File: src/rtl/rtee_pkg.sv
`default_nettype none
package rtee_pkg;

  ////////////////////////////////////////////////////////////////////////////
  // Event codes, vectors and offsets
  localparam int          EVT_W          = 12;
  localparam logic [11:0] EVT_POWER_ON   = 12'h000;
  localparam logic [11:0] EVT_MANUAL     = 12'h020;
  localparam logic [11:0] EVT_MULTI_HIT  = 12'h140;
  localparam logic [11:0] EVT_MISS_READ  = 12'h040;
  localparam logic [11:0] EVT_MISS_WRITE = 12'h060;
  localparam logic [11:0] EVT_INSTRUCTION_TRANSLATION_BUFFER_MISS  = 12'h040;
  localparam logic [11:0] EVT_INIT_WRITE = 12'h080;
  localparam logic [11:0] EVT_PROT_READ  = 12'h0a0;
  localparam logic [11:0] EVT_PROT_WRITE = 12'h0c0;
  localparam logic [31:0] RESET_VECTOR   = 32'ha0000000;
  localparam logic [31:0] OFS_TLB_MISS   = 32'h00000400;
  localparam logic [31:0] OFS_GENERAL    = 32'h00000100;

  ////////////////////////////////////////////////////////////////////////////
  // Status, page entry and configuration layout
  localparam int          SR_BL          = 28;
  localparam int          SR_RB          = 29;
  localparam int          SR_MD          = 30;
  localparam logic [31:0] SR_RESET       = 32'h700000f0;
  localparam logic [31:0] VBR_RESET      = 32'h00000000;
  localparam logic [31:0] CFG_RESET      = 32'h00000000;
  localparam int          CFG_EXT_BIT    = 0;
  localparam int          VPN_LSB        = 10;
  localparam logic [3:0]  DBG_TI_NEGATE  = 4'h6;
  localparam logic [3:0]  DBG_TI_ASSERT  = 4'h7;

  ////////////////////////////////////////////////////////////////////////////
  // Register map (byte addresses)
  localparam int          ADDR_W         = 8;
  localparam logic [7:0]  ADDR_EVENT     = 8'h00;
  localparam logic [7:0]  ADDR_FAULT     = 8'h04;
  localparam logic [7:0]  ADDR_PAGE_HI   = 8'h08;
  localparam logic [7:0]  ADDR_SAVED_PC  = 8'h0c;
  localparam logic [7:0]  ADDR_SAVED_SR  = 8'h10;
  localparam logic [7:0]  ADDR_SAVED_R15 = 8'h14;
  localparam logic [7:0]  ADDR_STATUS    = 8'h18;
  localparam logic [7:0]  ADDR_VBASE     = 8'h1c;
  localparam logic [7:0]  ADDR_CONFIG    = 8'h20;
  localparam logic [1:0]  RESP_OKAY      = 2'b00;
  localparam logic [1:0]  RESP_SLVERR    = 2'b10;

  ////////////////////////////////////////////////////////////////////////////
  // Types
  typedef enum logic [1:0] {
    K_NONE    = 2'b00,
    K_GENERAL = 2'b01,
    K_MANUAL  = 2'b11,
    K_POWER   = 2'b10
  } rtee_kind_e;

  typedef struct packed {
    logic        valid;
    logic [31:0] addr;
    logic [31:0] pc;
    logic        cache_block_invalidate_op;
    logic        multi;
    logic        miss;
    logic        pr;
    logic [5:0]  extended_protection_field;
  } rtee_fetch_s;

  typedef struct packed {
    logic        valid;
    logic [31:0] addr;
    logic [31:0] pc;
    logic        write;
    logic        multi;
    logic        miss;
    logic        dirty;
    logic [1:0]  pr;
    logic [5:0]  extended_protection_field;
  } rtee_data_s;

endpackage
`default_nettype wire

File: src/rtl/rtee_top.sv
// Contract
// - Power-on reset: event code 000, full init, fetch from fixed reset vector.
// - Manual reset: event code 020, init core, branch to reset vector.
// - Manual reset inits a smaller register set; others keep their current values.
// - Debug reset instruction 0110/0111: code 000, init vector base, status, go reset vector.
// - Instruction TLB multiple hit: code 140, manual-style init, reset vector.
// - Data TLB multiple hit: same reset path, code 140.
// - TLB events capture fault address and page number, keep address space id.
// - General exception saves PC, status and R15.
// - General exception sets block, privileged and bank status bits.
// - Data TLB miss: code 040 read or 060 write, vector base plus 400.
// - Instruction TLB miss: code 40, vector base plus 400.
// - Store to clean page: code 080, vector base plus 100.
// - Data protection violation: code 0A0 read, 0C0 write, vector base plus 100.
// - Compatible mode data protection decoding of two-bit field.
// - Extended mode data deny bits 5,4,2,1.
// - Compatible mode fetch bit: 0 privileged only, 1 both modes.
// - Extended mode fetch pairs: 11 execute, 01 execute in user mode only, 10 invalidate only, 00 blocked.
// - Fetch protection violation: code 0A0, vector base plus 100.
// - Event code written into bits 11:0 of event register.
// - Simultaneous events accepted by level, then order.
`timescale 1ns/1ps
`default_nettype none
module rtee_top (
  // Clock and reset
  input  wire logic                 I_CLOCK,
  input  wire logic                 I_RSTN,
  // Reset and debug requests
  input  wire logic                 I_MANUAL_RESET,
  input  wire logic                 I_DBG_VALID,
  input  wire logic [7:0]           I_DBG_INSTR,
  // Pipeline and translation results
  input  wire rtee_pkg::rtee_fetch_s I_FETCH,
  input  wire rtee_pkg::rtee_data_s  I_DATA,
  input  wire logic [31:0]          I_R15,
  // Redirect to pipeline
  output var  logic                 O_REDIRECT,
  output var  logic [31:0]          O_REDIRECT_PC,
  output var  logic                 O_CORE_INIT,
  output var  logic                 O_INIT_POWER_ON,
  output var  logic [31:0]          O_STATUS,
  // AXI4-Lite write
  input  wire logic [7:0]           I_AWADDR,
  input  wire logic                 I_AWVALID,
  output var  logic                 O_AWREADY,
  input  wire logic [31:0]          I_WDATA,
  input  wire logic [3:0]           I_WSTRB,
  input  wire logic                 I_WVALID,
  output var  logic                 O_WREADY,
  output var  logic [1:0]           O_BRESP,
  output var  logic                 O_BVALID,
  input  wire logic                 I_BREADY,
  // AXI4-Lite read
  input  wire logic [7:0]           I_ARADDR,
  input  wire logic                 I_ARVALID,
  output var  logic                 O_ARREADY,
  output var  logic [31:0]          O_RDATA,
  output var  logic [1:0]           O_RRESP,
  output var  logic                 O_RVALID,
  input  wire logic                 I_RREADY
);

  ////////////////////////////////////////////////////////////////////////////
  // Functions
  function automatic logic [31:0] merge_strb(input logic [31:0] old_v, input logic [31:0] new_v,
                                             input logic [3:0] strb);
    logic [31:0] r;
    r = old_v;
    for (int i = 0; i < 4; i++) begin
      if (strb[i]) begin
        r[i*8 +: 8] = new_v[i*8 +: 8];
      end
    end
    return r;
  endfunction

  function automatic logic fetch_denied(input logic ext, input logic pr, input logic [5:0] extended_protection_field,
                                        input logic md, input logic cache_block_invalidate_op);
    logic [1:0] pair;
    pair = md ? {extended_protection_field[5], extended_protection_field[3]} : {extended_protection_field[2], extended_protection_field[0]};
    if (!ext) begin
      return md ? 1'b0 : ~pr;
    end
    if (pair == 2'b11 || (!md && pair == 2'b01)) begin
      return 1'b0;
    end
    if (pair == 2'b10) begin
      return ~cache_block_invalidate_op;
    end
    return 1'b1;
  endfunction

  function automatic logic data_denied(input logic ext, input logic [1:0] pr, input logic [5:0] extended_protection_field,
                                       input logic md, input logic wr);
    if (!ext) begin
      return md ? (wr & ~pr[0]) : (~pr[1] | (wr & ~pr[0]));
    end
    return md ? (wr ? extended_protection_field[4] : extended_protection_field[5]) : (wr ? extended_protection_field[1] : extended_protection_field[2]);
  endfunction

  ////////////////////////////////////////////////////////////////////////////
  // Registers
  logic [11:0] event_code_ff;
  logic [31:0] fault_address_reg_ff;
  logic [31:0] page_entry_high_reg_ff;
  logic [31:0] saved_pc_ff;
  logic [31:0] saved_status_ff;
  logic [31:0] saved_stack_reg_ff;
  logic [31:0] status_reg_ff;
  logic [31:0] vector_base_reg_ff;
  logic [31:0] config_ff;
  logic        por_pending_ff;

  ////////////////////////////////////////////////////////////////////////////
  // Event detection and priority
  logic        md;
  logic        ext;
  logic        dbg_reset;
  logic        f_multi, f_miss, f_prot;
  logic        d_multi, d_miss, d_prot, d_init;
  logic        gen_any;

  assign md        = status_reg_ff[rtee_pkg::SR_MD];
  assign ext       = config_ff[rtee_pkg::CFG_EXT_BIT];
  assign dbg_reset = I_DBG_VALID && (I_DBG_INSTR[7:4] == rtee_pkg::DBG_TI_NEGATE ||
                                     I_DBG_INSTR[7:4] == rtee_pkg::DBG_TI_ASSERT);
  assign f_multi   = I_FETCH.valid & I_FETCH.multi;
  assign f_miss    = I_FETCH.valid & ~I_FETCH.multi & I_FETCH.miss;
  assign f_prot    = I_FETCH.valid & ~I_FETCH.multi & ~I_FETCH.miss &
                     fetch_denied(ext, I_FETCH.pr, I_FETCH.extended_protection_field, md, I_FETCH.cache_block_invalidate_op);
  assign d_multi   = I_DATA.valid & I_DATA.multi;
  assign d_miss    = I_DATA.valid & ~I_DATA.multi & I_DATA.miss;
  assign d_prot    = I_DATA.valid & ~I_DATA.multi & ~I_DATA.miss &
                     data_denied(ext, I_DATA.pr, I_DATA.extended_protection_field, md, I_DATA.write);
  assign d_init    = I_DATA.valid & ~I_DATA.multi & ~I_DATA.miss & ~d_prot &
                     I_DATA.write & ~I_DATA.dirty;
  assign gen_any   = f_miss | f_prot | d_miss | d_prot | d_init;

  rtee_pkg::rtee_kind_e kind;
  logic [11:0]          code;
  logic [31:0]          target;
  logic                 capture;
  logic [31:0]          fault_addr;
  logic [31:0]          epc;

  always_comb begin
    kind       = rtee_pkg::K_NONE;
    code       = rtee_pkg::EVT_POWER_ON;
    target     = rtee_pkg::RESET_VECTOR;
    capture    = 1'b0;
    fault_addr = I_DATA.addr;
    epc        = I_DATA.pc;
    // Within a level, fetch events precede data events: the fetch belongs to an earlier pipeline slot
    if (por_pending_ff) begin
      kind = rtee_pkg::K_POWER;
      code = rtee_pkg::EVT_POWER_ON;
    end else if (dbg_reset) begin
      kind = rtee_pkg::K_MANUAL;
      code = rtee_pkg::EVT_POWER_ON;
    end else if (I_MANUAL_RESET) begin
      kind = rtee_pkg::K_MANUAL;
      code = rtee_pkg::EVT_MANUAL;
    end else if (f_multi) begin
      kind       = rtee_pkg::K_MANUAL;
      code       = rtee_pkg::EVT_MULTI_HIT;
      capture    = 1'b1;
      fault_addr = I_FETCH.addr;
    end else if (d_multi) begin
      kind    = rtee_pkg::K_MANUAL;
      code    = rtee_pkg::EVT_MULTI_HIT;
      capture = 1'b1;
    end else if (gen_any && status_reg_ff[rtee_pkg::SR_BL]) begin
      // A general exception while blocked cannot be handled safely; fall back to manual reset
      kind = rtee_pkg::K_MANUAL;
      code = rtee_pkg::EVT_MANUAL;
    end else if (gen_any) begin
      kind    = rtee_pkg::K_GENERAL;
      capture = 1'b1;
      target  = vector_base_reg_ff + rtee_pkg::OFS_GENERAL;
      if (f_miss || f_prot) begin
        fault_addr = I_FETCH.addr;
        epc        = I_FETCH.pc;
      end
      if (f_miss) begin
        code   = rtee_pkg::EVT_INSTRUCTION_TRANSLATION_BUFFER_MISS;
        target = vector_base_reg_ff + rtee_pkg::OFS_TLB_MISS;
      end else if (f_prot) begin
        code = rtee_pkg::EVT_PROT_READ;
      end else if (d_miss) begin
        code   = I_DATA.write ? rtee_pkg::EVT_MISS_WRITE : rtee_pkg::EVT_MISS_READ;
        target = vector_base_reg_ff + rtee_pkg::OFS_TLB_MISS;
      end else if (d_prot) begin
        code = I_DATA.write ? rtee_pkg::EVT_PROT_WRITE : rtee_pkg::EVT_PROT_READ;
      end else begin
        code = rtee_pkg::EVT_INIT_WRITE;
      end
    end
  end

  ////////////////////////////////////////////////////////////////////////////
  // AXI4-Lite slave
  logic        aw_hold_ff, w_hold_ff;
  logic [7:0]  aw_addr_ff;
  logic [31:0] w_data_ff;
  logic [3:0]  w_strb_ff;
  logic        do_wr;
  logic        aw_take, w_take, ar_take;
  logic        nxt_aw_hold, nxt_w_hold, nxt_rvalid;

  assign aw_take     = I_AWVALID & O_AWREADY;
  assign w_take      = I_WVALID & O_WREADY;
  assign ar_take     = I_ARVALID & O_ARREADY;
  assign do_wr       = aw_hold_ff & w_hold_ff & ~O_BVALID;
  assign nxt_aw_hold = do_wr ? 1'b0 : (aw_hold_ff | aw_take);
  assign nxt_w_hold  = do_wr ? 1'b0 : (w_hold_ff | w_take);
  assign nxt_rvalid  = ar_take | (O_RVALID & ~I_RREADY);

  function automatic logic wr_hit(input logic [7:0] a, input logic [7:0] reg_addr, input logic go);
    return go && (a == reg_addr);
  endfunction

  always_ff @(posedge I_CLOCK or negedge I_RSTN) begin
    if (!I_RSTN) begin
      aw_hold_ff <= 1'b0;
      w_hold_ff  <= 1'b0;
      aw_addr_ff <= 8'h00;
      w_data_ff  <= 32'h00000000;
      w_strb_ff  <= 4'h0;
      O_AWREADY  <= 1'b1;
      O_WREADY   <= 1'b1;
      O_BVALID   <= 1'b0;
      O_BRESP    <= rtee_pkg::RESP_OKAY;
    end else begin
      aw_hold_ff <= nxt_aw_hold;
      w_hold_ff  <= nxt_w_hold;
      O_AWREADY  <= ~nxt_aw_hold;
      O_WREADY   <= ~nxt_w_hold;
      if (aw_take) begin
        aw_addr_ff <= I_AWADDR;
      end
      if (w_take) begin
        w_data_ff <= I_WDATA;
        w_strb_ff <= I_WSTRB;
      end
      if (do_wr) begin
        O_BVALID <= 1'b1;
        case (aw_addr_ff)
          rtee_pkg::ADDR_FAULT, rtee_pkg::ADDR_PAGE_HI, rtee_pkg::ADDR_STATUS,
          rtee_pkg::ADDR_VBASE, rtee_pkg::ADDR_CONFIG: O_BRESP <= rtee_pkg::RESP_OKAY;
          default: O_BRESP <= rtee_pkg::RESP_SLVERR;
        endcase
      end else if (I_BREADY) begin
        O_BVALID <= 1'b0;
      end
    end
  end

  always_ff @(posedge I_CLOCK or negedge I_RSTN) begin
    if (!I_RSTN) begin
      O_ARREADY <= 1'b1;
      O_RVALID  <= 1'b0;
      O_RDATA   <= 32'h00000000;
      O_RRESP   <= rtee_pkg::RESP_OKAY;
    end else begin
      O_RVALID  <= nxt_rvalid;
      O_ARREADY <= ~nxt_rvalid;
      if (ar_take) begin
        O_RRESP <= rtee_pkg::RESP_OKAY;
        case (I_ARADDR)
          rtee_pkg::ADDR_EVENT:     O_RDATA <= {20'h00000, event_code_ff};
          rtee_pkg::ADDR_FAULT:     O_RDATA <= fault_address_reg_ff;
          rtee_pkg::ADDR_PAGE_HI:   O_RDATA <= page_entry_high_reg_ff;
          rtee_pkg::ADDR_SAVED_PC:  O_RDATA <= saved_pc_ff;
          rtee_pkg::ADDR_SAVED_SR:  O_RDATA <= saved_status_ff;
          rtee_pkg::ADDR_SAVED_R15: O_RDATA <= saved_stack_reg_ff;
          rtee_pkg::ADDR_STATUS:    O_RDATA <= status_reg_ff;
          rtee_pkg::ADDR_VBASE:     O_RDATA <= vector_base_reg_ff;
          rtee_pkg::ADDR_CONFIG:    O_RDATA <= config_ff;
          default: begin
            O_RDATA <= 32'h00000000;
            O_RRESP <= rtee_pkg::RESP_SLVERR;
          end
        endcase
      end
    end
  end

  ////////////////////////////////////////////////////////////////////////////
  // Exception commit; hardware updates win over a software write in the same cycle
  always_ff @(posedge I_CLOCK or negedge I_RSTN) begin
    if (!I_RSTN) begin
      por_pending_ff  <= 1'b1;
      O_REDIRECT      <= 1'b0;
      O_REDIRECT_PC   <= rtee_pkg::RESET_VECTOR;
      O_CORE_INIT     <= 1'b0;
      O_INIT_POWER_ON <= 1'b0;
      event_code_ff   <= rtee_pkg::EVT_POWER_ON;
    end else begin
      por_pending_ff  <= 1'b0;
      O_REDIRECT      <= (kind != rtee_pkg::K_NONE);
      O_REDIRECT_PC   <= target;
      O_CORE_INIT     <= (kind == rtee_pkg::K_POWER) || (kind == rtee_pkg::K_MANUAL);
      O_INIT_POWER_ON <= (kind == rtee_pkg::K_POWER);
      if (kind != rtee_pkg::K_NONE) begin
        event_code_ff <= code[rtee_pkg::EVT_W-1:0];
      end
    end
  end

  always_ff @(posedge I_CLOCK or negedge I_RSTN) begin
    if (!I_RSTN) begin
      fault_address_reg_ff   <= 32'h00000000;
      page_entry_high_reg_ff <= 32'h00000000;
    end else if (capture) begin
      fault_address_reg_ff <= fault_addr;
      page_entry_high_reg_ff[31:rtee_pkg::VPN_LSB] <= fault_addr[31:rtee_pkg::VPN_LSB];
    end else begin
      if (wr_hit(aw_addr_ff, rtee_pkg::ADDR_FAULT, do_wr)) begin
        fault_address_reg_ff <= merge_strb(fault_address_reg_ff, w_data_ff, w_strb_ff);
      end
      if (wr_hit(aw_addr_ff, rtee_pkg::ADDR_PAGE_HI, do_wr)) begin
        page_entry_high_reg_ff <= merge_strb(page_entry_high_reg_ff, w_data_ff, w_strb_ff);
      end
    end
  end

  always_ff @(posedge I_CLOCK or negedge I_RSTN) begin
    if (!I_RSTN) begin
      saved_pc_ff        <= 32'h00000000;
      saved_status_ff    <= 32'h00000000;
      saved_stack_reg_ff <= 32'h00000000;
    end else if (kind == rtee_pkg::K_GENERAL) begin
      saved_pc_ff        <= epc;
      saved_status_ff    <= status_reg_ff;
      saved_stack_reg_ff <= I_R15;
    end
  end

  // Manual-class events reset status and vector base only; configuration survives
  always_ff @(posedge I_CLOCK or negedge I_RSTN) begin
    if (!I_RSTN) begin
      status_reg_ff      <= rtee_pkg::SR_RESET;
      vector_base_reg_ff <= rtee_pkg::VBR_RESET;
    end else if (kind == rtee_pkg::K_MANUAL) begin
      status_reg_ff      <= rtee_pkg::SR_RESET;
      vector_base_reg_ff <= rtee_pkg::VBR_RESET;
    end else if (kind == rtee_pkg::K_GENERAL) begin
      status_reg_ff[rtee_pkg::SR_BL] <= 1'b1;
      status_reg_ff[rtee_pkg::SR_MD] <= 1'b1;
      status_reg_ff[rtee_pkg::SR_RB] <= 1'b1;
    end else begin
      if (wr_hit(aw_addr_ff, rtee_pkg::ADDR_STATUS, do_wr)) begin
        status_reg_ff <= merge_strb(status_reg_ff, w_data_ff, w_strb_ff);
      end
      if (wr_hit(aw_addr_ff, rtee_pkg::ADDR_VBASE, do_wr)) begin
        vector_base_reg_ff <= merge_strb(vector_base_reg_ff, w_data_ff, w_strb_ff);
      end
    end
  end

  always_ff @(posedge I_CLOCK or negedge I_RSTN) begin
    if (!I_RSTN) begin
      config_ff <= rtee_pkg::CFG_RESET;
    end else if (wr_hit(aw_addr_ff, rtee_pkg::ADDR_CONFIG, do_wr)) begin
      config_ff <= merge_strb(config_ff, w_data_ff, w_strb_ff);
    end
  end

  always_ff @(posedge I_CLOCK or negedge I_RSTN) begin
    if (!I_RSTN) begin
      O_STATUS <= rtee_pkg::SR_RESET;
    end else begin
      O_STATUS <= status_reg_ff;
    end
  end

endmodule // rtee_top
`default_nettype wire

File: config.mk
export PLATFORM = sky130hd
export DESIGN_NAME = rtee_top
export DESIGN_NICKNAME = d
export VERILOG_FILES = /design/src/rtl/rtee_pkg.sv /design/src/rtl/rtee_top.sv
export SDC_FILE = /design/constraint.sdc
export NUM_CORES = 1
export LEC_CHECK = 0
export ABC_AREA = 1
export BUFFER_PORTS_ARGS = -buffer_cell sky130_fd_sc_hd__buf_2
export CAP_MARGIN = 20
export CORE_AREA = 2 2 223 225
export CTS_BUF_LIST = sky130_fd_sc_hd__clkbuf_4 sky130_fd_sc_hd__clkbuf_8 sky130_fd_sc_hd__clkbuf_16
export CTS_CLUSTER_DIAMETER = 60
export CTS_CLUSTER_SIZE = 14
export DETAILED_ROUTE_END_ITERATION = 8
export DIE_AREA = 0 0 225 227
export SLEW_MARGIN = 20
export SYNTH_ARGS = -nofsm -noshare
export SYNTH_HDL_FRONTEND = slang
export SYNTH_SLANG_ARGS = --single-unit
File: constraint.sdc
create_clock -name I_CLOCK -period 2.3 [get_ports I_CLOCK]
set_input_delay 0.345 -clock I_CLOCK [delete_from_list [all_inputs] [get_ports I_CLOCK]]
set_output_delay 0.345 -clock I_CLOCK [all_outputs]
set_load 0.01 [all_outputs]
==> results.py, run 1 <==
metrics = {
    "outcome": {
        "status": "completed",
    },
    "cells_and_area": {
        "final_area_um2": 25100,
        "drive_gt1_frac": 0.257,
        "nets": 3024,
        "stdcell_count": 3419,
        "antenna_cells": 0,
        "area_growth_pct": 29.7,
        "fillers": 4622,
    },
    "synthesis": {
        "synth_ff_type": "dfrtp_1",
        "ys_warn_count": 0,
        "synth-seq-cells": 413,
        "netlist_top_cells_area": "dfrtp_1, nand2_1, inv_1",
        "ys_seq_area_frac": 0.536,
        "synth_top_area_frac": 0.509,
        "synthArstFlopShare": 1.00,
        "yosysTopAreaCell": "dfrtp_1",
        "synthCells": 2287,
        "netlist_area_um2": 19300,
        "synth_edf_count": 0,
        "synth_area_per_cell_um2": 8.45,
        "synth.distinct_cells": 58,
    },
    "placed_design": {
        "placed_area_um2": 22600,
        "placed_cells": 3280,
        "dp_hpwl_um": 54500,
        "gp_congestion": 0.909,
        "portBuffers": 349,
    },
    "sta": {
        "tns_ps": 0,
        "fmax_ghz": 0.437,
        "setup_violations": 0,
        "tightest_slew_ps": 566,
        "skew_ps": 22.2,
        "maxSlewViolCount": 0,
        "timing.hold.ws_ps": 12.7,
        "rsz0062_at_grt": "yes",
        "slew_headroom": 0.623,
        "hold_viol": 0,
        "min_period_over_period": 0.994,
        "fin_crit_ps": 2290,
    },
    "grt": {
        "grt_max_degree": 68,
        "grt_pass1_wl_um": 107000,
        "overflow": 0,
        "grt_usage": 0.278,
        "antenna_found_initial": 0,
        "grt_pass1_vias": 17500,
    },
    "clocking": {
        "htree_num_levels": 2,
        "cts.sinks": 413,
        "clk_latency_ps": 570,
        "cts_tree": "built",
        "root_buffer": "clkbuf_16",
        "clockBufferDepth": 3,
        "cts_buffers": 39,
        "clkTransAtPathRegs_ps": 70,
    },
    "critical_path": {
        "startpoint_type": "flop",
        "crit_family": "simple AND/OR/NAND/NOR gates",
        "worst_ep_arrival_time_ps": 2780,
        "rrSetupSlack_ps": 10,
        "crit_chain": "nor2_1 > a21oi_1 > nand2_1 > nand2_2 > nand2_2 > nor2_4 > nand3_4 > nand2_4 > buf_6 > nand3_4 > nand2_8 > buf_8 > nand4_1 > nand2_1",
        "path_max_fanout": 13,
        "max_stage_delay_ps": 600,
        "crit_buf_inv": 2,
        "end_kind": "flop",
        "slowest_stage": "dfstp_2",
        "worstPathRequired_ps": 2800,
        "worstSetupPathType": "reg -> reg",
    },
    "drt": {
        "wirelength_um": 72900,
        "drt-initial-drc-count": 1670,
        "route.met2.wl_um": 30900,
        "wl_per_cell_um": 21.3,
        "vias": 18100,
        "top_layer": "met4",
        "ant_nets": 0,
        "route.met3.wl_um": 6720,
        "first_pass_iters": 8,
        "via_per_inst": 5.30,
        "drc": 0,
        "wl_met1_um": 33200,
    },
    "power": {
        "p_int_mw": 15.3,
        "power.density_nw_per_um2": 942,
        "p_seq_frac": 0.495,
        "ir_worst_vdd_mv": 0.523,
        "combPwrFrac": 0.233,
        "leakagePower_nw": 12.6,
        "switchingPower_mw": 8.28,
        "finalPower_mw": 23.6,
        "pwr-share-clk": 0.273,
        "switching_share": 0.351,
    },
    "run": {
        "drv_cap": 0,
    },
    "floorplanning": {
        "core-area_um2": 48500,
        "die_y_um": 227,
        "rows": 81,
        "start_util": 0.398,
        "die_area_um2": 51100,
        "ios": 361,
        "die_x_um": 225,
    },
    "worst_hold_path": {
        "hold_path.class": "in -> reg",
    },
}
==> power groups by stage <==
stage / registers [mW] / logic (mW) / clock network [mW]
after floorplan: 11.0 / 3.00 / 0
after global placement: 11.6 / 4.95 / 0
after detailed placement: 11.7 / 5.09 / 0
after CTS: 11.6 / 5.21 / 6.56
after global routing: 11.9 / 6.18 / 6.85
final: 11.7 / 5.49 / 6.44
==> cells in the mapped netlist (3+ instances only) <==
cell type / n
a22oi_1: 19
buf_2: 35
nand3_1: 150
buf_4: 9
o21ai_0: 162
clkbuf_1: 57
a22o_1: 8
nand2_4: 4
xor2_1: 10
nand3_2: 11
o2111ai_1: 24
nand2_2: 12
dfstp_2: 20
dfrtp_1: 393
nor2_1: 148
nor3_1: 24
o21ai_1: 31
o21a_1: 22
a221oi_1: 17
nand2_1: 589
a2bb2oi_1: 14
o211ai_1: 9
buf_6: 9
o31ai_1: 29
inv_2: 13
mux2_2: 7
a31oi_1: 3
a21oi_1: 102
o22ai_1: 18
inv_1: 250
buf_1: 4
nand4_1: 50
==> flip-flops by register name, summed over array words and instances, names as in the netlist, 4 cells and up <==
signal,cells
O_RDATA,32
O_REDIRECT_PC,32
O_STATUS,32
config_ff,32
fault_address_reg_ff,32
page_entry_high_reg_ff,32
saved_pc_ff,32
saved_stack_reg_ff,32
saved_status_ff,32
status_reg_ff,32
vector_base_reg_ff,32
w_data_ff,32
aw_addr_ff,8
event_code_ff,4
w_strb_ff,4
==> worst paths after layout <==
kind / start / to / depth (start not counted)
max in group asynchronous: I_RSTN / fault_address_reg_ff[25]$_DFFE_PN0P_ / 3
max reg2reg: status_reg_ff[30]$_DFFE_PN1P_ / vector_base_reg_ff[14]$_DFFE_PN0P_ / 14
min: I_WSTRB[1] / w_strb_ff[1]$_DFFE_PN0P_ / 3
max: status_reg_ff[30]$_DFFE_PN1P_ / vector_base_reg_ff[14]$_DFFE_PN0P_ / 14
min reg2reg: status_reg_ff[4]$_DFFE_PN1P_ / O_STATUS[4]$_DFF_PN1_ / 0
min in group asynchronous: I_RSTN / fault_address_reg_ff[3]$_DFFE_PN0P_ / 2
==> area by class of cell <==
class	instances	area (um2)	share of cell area
inverters	266	1020	0.0407
flip-flops and latches	413	10400	0.413
multi-input cells	1497	7750	0.309
clock buffers	58	1120	0.0449
well taps	622	778	0.0310
repair buffers	552	3930	0.157
clock inverters	11	111	0.00444
==> metal layers <==
layer  track usage  vias to the layer above
met4        0.0829                        0
met3        0.0790                      108
li1              -                     8524
met5             0                        -
met1         0.403                     8776
met2         0.404                      727
==> metrics by stage <==
| step | worst slack [ps] | util |
|---|---|---|
| final | 14.2 | 0.516 |
| after global routing | -85.1 | 0.516 |
| after CTS | 6.32 | 0.501 |
| after global placement | -13.4 | 0.465 |
| after floorplan | 344 | - |
| after detailed placement | -53.5 | 0.465 |
==> kinds of logic (layout without fill, tap and decap cells) <==
kind of cell / after synthesis / after routing / share of synthesized area
flip-flops: 413 / 413 / 0.536
buffers and inverters: 380 / 887 / 0.0814
XOR/XNOR: 10 / 10 / 0.00453
multiplexers: 7 / 7 / 0.00408
other: 1 / 3 / 0.000194
adder cells (fa/ha/maj): 2 / 2 / 0.00129
AND/OR/NAND/NOR: 1005 / 1006 / 0.225
AO/OA/AOI/OAI: 469 / 469 / 0.148
==> worst min-delay path: cells and delay by family <==
family | cells | cell delay [ps]
buffers and inverters | 1 | 90
and+or+nand+nor | 1 | 40
AOI/OAI and AO/OA | 1 | 70
==> what timing repair did <==
action	in CTS	in global routing
endpoints found under the hold margin	82	0
setup buffers	0	12
setup endpoints to repair	26	162
gates cloned	0	11
hold buffers	47	0
resized for setup	7	112
pin swaps	0	17
==> cell usage in the layout, fill, tap and decap left out, types with 48 or more instances in the layout <==
| cell | count |
|---|---|
| nand2_1 | 576 |
| clkbuf_16 | 48 |
| inv_1 | 248 |
| buf_4 | 112 |
| o21ai_0 | 151 |
| a21oi_1 | 87 |
| nand4_1 | 50 |
| dfrtp_1 | 392 |
| nand3_1 | 132 |
| nor2_1 | 145 |
| buf_2 | 348 |
Power figures use the tool's default switching activity.
==> run 2: changes to the inputs <==
clock period = 1.9 ns   (was 2.3 ns; I/O delays follow)
==> run 2 against run 1 <==
Compared with the run above: the flow now finishes with violations (negative setup slack); combinational power up 52%; wire length is 12% higher; sequential cell count stayed put; non-clock buffer count grew 222; clock skew is 7.2 ps higher; highest routed layer is now met5; first-iteration DRC count rose by 17%; cell count rose by 6.7%.
==> results.py, run 2 (same netlist as run 1, synthesis figures left out) <==
metrics = {
    "outcome": {
        "status": "finished, violations left",
        "violations": "negative setup slack",
    },
    "sta": {
        "tightest_slew_ps": 498,
        "maxSlewViolCount": 0,
        "tns_ps": -60020,
        "skew_ps": 29.4,
        "setup_violations": 259,
        "timing.hold.ws_ps": 2.04,
        "fin_crit_ps": 2290,
        "rsz0062_at_grt": "yes",
        "slew_headroom": 0.666,
        "setup_slack_ps": -386,
        "fmax_ghz": 0.437,
        "min_period_over_period": 1.20,
        "hold_viol": 0,
    },
    "floorplanning": {
        "ios": 361,
        "core-area_um2": 48500,
        "die_y_um": 227,
        "die_x_um": 225,
        "start_util": 0.398,
        "rows": 81,
        "die_area_um2": 51100,
    },
    "critical_path": {
        "crit_family": "simple AND/OR/NAND/NOR gates",
        "reg2regPathDepth": 15,
        "max_stage_delay_ps": 580,
        "rrSetupSlack_ps": -390,
        "crit_chain": "nor2_1 > a21oi_1 > nand2_1 > nand2_2 > nand2_2 > nor2_4 > nand3_4 > nand2_4 > inv_4 > nand2_8 > buf_8 > buf_6 > buf_16 > a21oi_2 > a22oi_1",
        "worst-path-stages": 15,
        "worst_ep_arrival_time_ps": 2770,
        "path_max_fanout": 7,
        "startpoint_type": "flop",
        "r2r-start": "status_reg_ff[30]$_DFFE_PN1P_",
        "cp-endpoint": "saved_pc_ff[10]$_DFFE_PN0N_",
        "reg2reg_to": "saved_pc_ff[10]$_DFFE_PN0N_",
        "worstSetupPathType": "reg -> reg",
        "worstPathRequired_ps": 2390,
        "slowest_stage": "dfstp_2",
        "critPathLaunch": "status_reg_ff[30]$_DFFE_PN1P_",
        "end_kind": "flop",
        "critPathMostFrequentCell": "nand2_2",
        "crit_buf_inv": 4,
    },
    "power": {
        "pwr-share-clk": 0.281,
        "p_int_mw": 20.5,
        "switching_share": 0.354,
        "leakagePower_nw": 14.4,
        "switchingPower_mw": 11.2,
        "combPwrFrac": 0.263,
        "p_seq_frac": 0.456,
        "power.density_nw_per_um2": 1080,
        "ir_worst_vdd_mv": 0.620,
        "finalPower_mw": 31.7,
    },
    "cells_and_area": {
        "area_growth_pct": 52.1,
        "final_core_util": 0.605,
        "final_common_cell": "nand2_1",
        "nets": 3249,
        "stdcell_count": 3648,
        "final_area_um2": 29400,
        "mostFrequentLayoutCells": "nand2_1, dfrtp_1, buf_2",
        "drive_gt1_frac": 0.375,
    },
    "placed_design": {
        "portBuffers": 349,
        "dpl_worst_slack_ps": -456,
        "placed_cells": 3390,
        "dp_hpwl_um": 56500,
        "placed_area_um2": 23500,
        "gp_congestion": 0.947,
    },
    "drt": {
        "wl_per_cell_um": 22.3,
        "wirelength_um": 81500,
        "drt-initial-drc-count": 1962,
        "drc": 0,
        "via_per_inst": 5.43,
        "first_pass_iters": 6,
        "ant_nets": 0,
        "vias": 19800,
    },
    "grt": {
        "grt_pass1_vias": 18700,
        "grt_pass1_wl_um": 112000,
        "overflow": 0,
        "antenna_found_initial": 2,
        "grt_usage": 0.293,
        "grt_max_degree": 79,
    },
    "clocking": {
        "clockBufferDepth": 3,
        "cts.sinks": 413,
        "cts_tree": "built",
        "clk_latency_ps": 600,
        "root_buffer": "clkbuf_16",
        "clkTransAtPathRegs_ps": 70,
        "cts_buffers": 40,
        "htree_num_levels": 2,
    },
    "worst_hold_path": {
        "hold_path.class": "in -> reg",
        "holdPathStages": 3,
    },
    "run": {
        "drv_cap": 0,
    },
}
[run 2: changes by cell type in the layout (fill, tap and decap cells not counted), moves of 18 or more]
| cell | change |
|---|---|
| nand2_1 | -98 |
| nand2_2 | +51 |
| buf_12 | +19 |
| nor2_1 | -35 |
| nand2_4 | +33 |
| dlygate4sd3_1 | +74 |
| nor2_2 | +24 |
| o21ai_2 | +41 |
| buf_6 | +23 |
| buf_4 | +81 |
| a21oi_1 | -34 |
| o21ai_0 | -53 |
| a21oi_4 | +18 |
[run 2: tightest hold or removal path, stage by stage]
cell       delay, ps
buf_2             90
a21oi_2           50
a2bb2oi_2        110
[run 2: how the worst min path moves through the flow]
stage	start	to	slack (ps)
2_1_floorplan	I_RSTN	O_BRESP[1]$_DFFE_PN0P_	-10
3_3_place_gp	I_RSTN	fault_address_reg_ff[2]$_DFFE_PN0P_	210
3_5_place_dp	I_RSTN	fault_address_reg_ff[2]$_DFFE_PN0P_	210
4_1_cts	I_DATA[30]	saved_pc_ff[18]$_DFFE_PN0N_	1
5_1_grt	I_DATA[34]	saved_pc_ff[22]$_DFFE_PN0N_	10
6_report	I_DATA[34]	saved_pc_ff[22]$_DFFE_PN0N_	2
[run 2: final cells by class]
type / count / area [um2]
clock buffers: 59 / 1190
repair buffers: 774 / 6490
flip-flops and latches: 413 / 10400
fillers: 4106 / 19200
diodes: 1 / 2.50
inverters: 266 / 1050
multi-input cells: 1499 / 9260
clock inverters: 14 / 258
well taps: 622 / 778
[run 2: power by group through the flow]
stage / logic, mW / registers, mW / clock network, mW
after detailed placement: 6.54 / 14.2 / 0
final: 8.34 / 14.4 / 8.90
after global routing: 9.12 / 14.6 / 9.39
after global placement: 6.39 / 14.1 / 0
after floorplan: 3.71 / 13.3 / 0
after CTS: 7.01 / 14.1 / 9.01
[run 2: what timing repair did]
action | 4_1_cts | 5_1_grt
setup buffers | 8 | 27
endpoints found under the hold margin | 186 | 0
gates cloned | 5 | 29
pin swaps | 27 | 98
hold buffers | 121 | 0
resized for setup | 123 | 454
setup endpoints to repair | 259 | 294
[run 2: layer usage]
| metal | routed length, um | global-route usage | vias to the layer above |
|---|---|---|---|
| li1 | - | - | 8992 |
| met1 | 34700 | 0.421 | 9676 |
| met2 | 36300 | 0.439 | 945 |
| met3 | 7360 | 0.0705 | 178 |
| met4 | 3050 | 0.0906 | 2 |
| met5 | 13 | 0 | - |
==> run 3: changes to the inputs <==
CORE_AREA = 3 3 224 226   (was 2 2 223 225)
DIE_AREA = 0 0 227 229   (was 0 0 225 227)
==> run 3 against run 2 <==
Compared with the run above: via count down 1.8%; cell count down 0.47%; the flow still finishes with violations (negative setup slack); first-iteration DRC count is 4.1% lower.
==> results.py, run 3 (same netlist as run 1, synthesis figures left out) <==
metrics = {
    "cells_and_area": {
        "nets": 3232,
        "area_growth_pct": 44.7,
        "drive_gt1_frac": 0.332,
        "mostFrequentLayoutCells": "nand2_1, dfrtp_1, buf_2",
        "final_common_cell": "nand2_1",
        "final_core_util": 0.576,
        "fillers": 4402,
    },
    "grt": {
        "grt_pass1_vias": 19500,
        "grt_usage": 0.292,
        "grt_pass1_wl_um": 116000,
        "overflow": 0,
        "grt_max_degree": 66,
        "antenna_found_initial": 1,
    },
    "floorplanning": {
        "die_y_um": 229,
        "die_area_um2": 52000,
        "ios": 361,
        "die_x_um": 227,
        "rows": 81,
        "core-area_um2": 48500,
        "start_util": 0.398,
    },
    "sta": {
        "tightest_slew_ps": 505,
        "setup_violations": 273,
        "min_period_over_period": 1.15,
        "skew_ps": 26.2,
        "fin_crit_ps": 2190,
        "timing.hold.ws_ps": 7.34,
        "setup_slack_ps": -293,
        "rsz0062_at_grt": "yes",
        "slew_headroom": 0.662,
        "maxSlewViolCount": 0,
        "hold_viol": 0,
        "fmax_ghz": 0.456,
    },
    "drt": {
        "wl_per_cell_um": 21.5,
        "vias": 19400,
        "drc": 0,
        "drt-initial-drc-count": 1881,
        "ant_nets": 0,
        "via_per_inst": 5.35,
        "wirelength_um": 77900,
        "first_pass_iters": 6,
    },
    "clocking": {
        "htree_num_levels": 2,
        "clkTransAtPathRegs_ps": 70,
        "cts_buffers": 39,
        "root_buffer": "clkbuf_16",
        "clockBufferDepth": 3,
        "cts.sinks": 413,
        "cts_tree": "built",
        "clk_latency_ps": 570,
    },
    "run": {
        "drv_cap": 0,
    },
    "placed_design": {
        "gp_congestion": 0.935,
        "dpl_worst_slack_ps": -431,
        "dp_hpwl_um": 58200,
        "portBuffers": 349,
    },
    "outcome": {
        "status": "finished, violations left",
        "violations": "negative setup slack",
    },
    "worst_hold_path": {
        "hold_path.class": "in -> reg",
    },
    "power": {
        "power.density_nw_per_um2": 1070,
        "p_seq_frac": 0.477,
        "pwr-share-clk": 0.267,
        "ir_worst_vdd_mv": 0.565,
        "combPwrFrac": 0.257,
        "leakagePower_nw": 13.9,
        "switching_share": 0.354,
        "p_int_mw": 19.4,
        "switchingPower_mw": 10.6,
    },
    "critical_path": {
        "end_kind": "flop",
        "worstSetupPathType": "reg -> reg",
        "worst_ep_arrival_time_ps": 2660,
        "startpoint_type": "flop",
        "worstPathRequired_ps": 2370,
        "path_max_fanout": 8,
    },
}
[run 3: final cells by class]
class,instances,area (um2),area share
flip-flops and latches,413,10400,0.371
clock inverters,14,151,0.00541
diodes,2,5.00,0.000179
multi-input cells,1498,8400,0.301
repair buffers,758,6070,0.217
inverters,266,1050,0.0375
repair inverters,1,16.3,0.000582
clock buffers,57,1130,0.0404
well taps,622,778,0.0278
[run 3: critical path: stages (launching register included)]
cell and delay [ps]:
dfstp_2 580, nor2_2 40, a21oi_1 110, nand2_1 70, nand2_2 70, nand2_2 70
nor2_4 120, nand4_1 160, nand2_4 200, buf_8 160, nand2_8 80, bufbuf_16 280
nand4_1 80, nand2_1 60
[run 3: final timing paths]
path | from | slack (ps) | endpoint | cells after the start
worst max-delay path | status_reg_ff[30]$_DFFE_PN1P_ | -290 | status_reg_ff[8]$_DFFE_PN0P_ | 13
worst min-delay path | I_DATA[35] | 7 | saved_pc_ff[23]$_DFFE_PN0N_ | 3
worst max register to register | status_reg_ff[30]$_DFFE_PN1P_ | -290 | status_reg_ff[8]$_DFFE_PN0P_ | 13
worst min register to register | status_reg_ff[4]$_DFFE_PN1P_ | 400 | O_STATUS[4]$_DFF_PN1_ | 0
max in group asynchronous | I_RSTN | 810 | O_AWREADY$_DFF_PN1_ | 3
min in group asynchronous | I_RSTN | 240 | saved_pc_ff[20]$_DFFE_PN0N_ | 2
[run 3: timing repair]
item / 4_1_cts / 5_1_grt
setup buffers: 11 / 11
pin swaps: 25 / 42
endpoints found under the hold margin: 168 / 0
gates resized for setup: 143 / 185
gates cloned: 9 / 8
hold buffers: 109 / 0
setup endpoints to repair: 269 / 292
[run 3: metal layers]
layer | part of all wire | GRT usage
met1 | 0.44 | 0.430
met4 | 0.030 | 0.0800
met5 | 0 | 0
met3 | 0.093 | 0.0556
met2 | 0.44 | 0.441
[run 3: power groups by stage]
stage / sequential, mW / clock [mW] / combinational [mW]
2_1_floorplan: 13.3 / 0 / 3.71
3_3_place_gp: 14.1 / 0 / 6.44
3_5_place_dp: 14.2 / 0 / 6.60
4_1_cts: 14.1 / 8.14 / 7.15
5_1_grt: 14.6 / 8.49 / 8.51
6_report: 14.3 / 8.01 / 7.71
[run 3: per-stage QoR]
stage          setup TNS (ps)  std cells  total power [mW]  area [um2]
6_report               -54010       3631              30.0       28000
5_1_grt                -87640       3629              31.5       28000
4_1_cts                -45950       3610              29.4       27000
3_5_place_dp           -66780       3410              20.8       23800
3_3_place_gp           -54630       3410              20.6       23800
2_1_floorplan           -6660       2289              17.0       19400
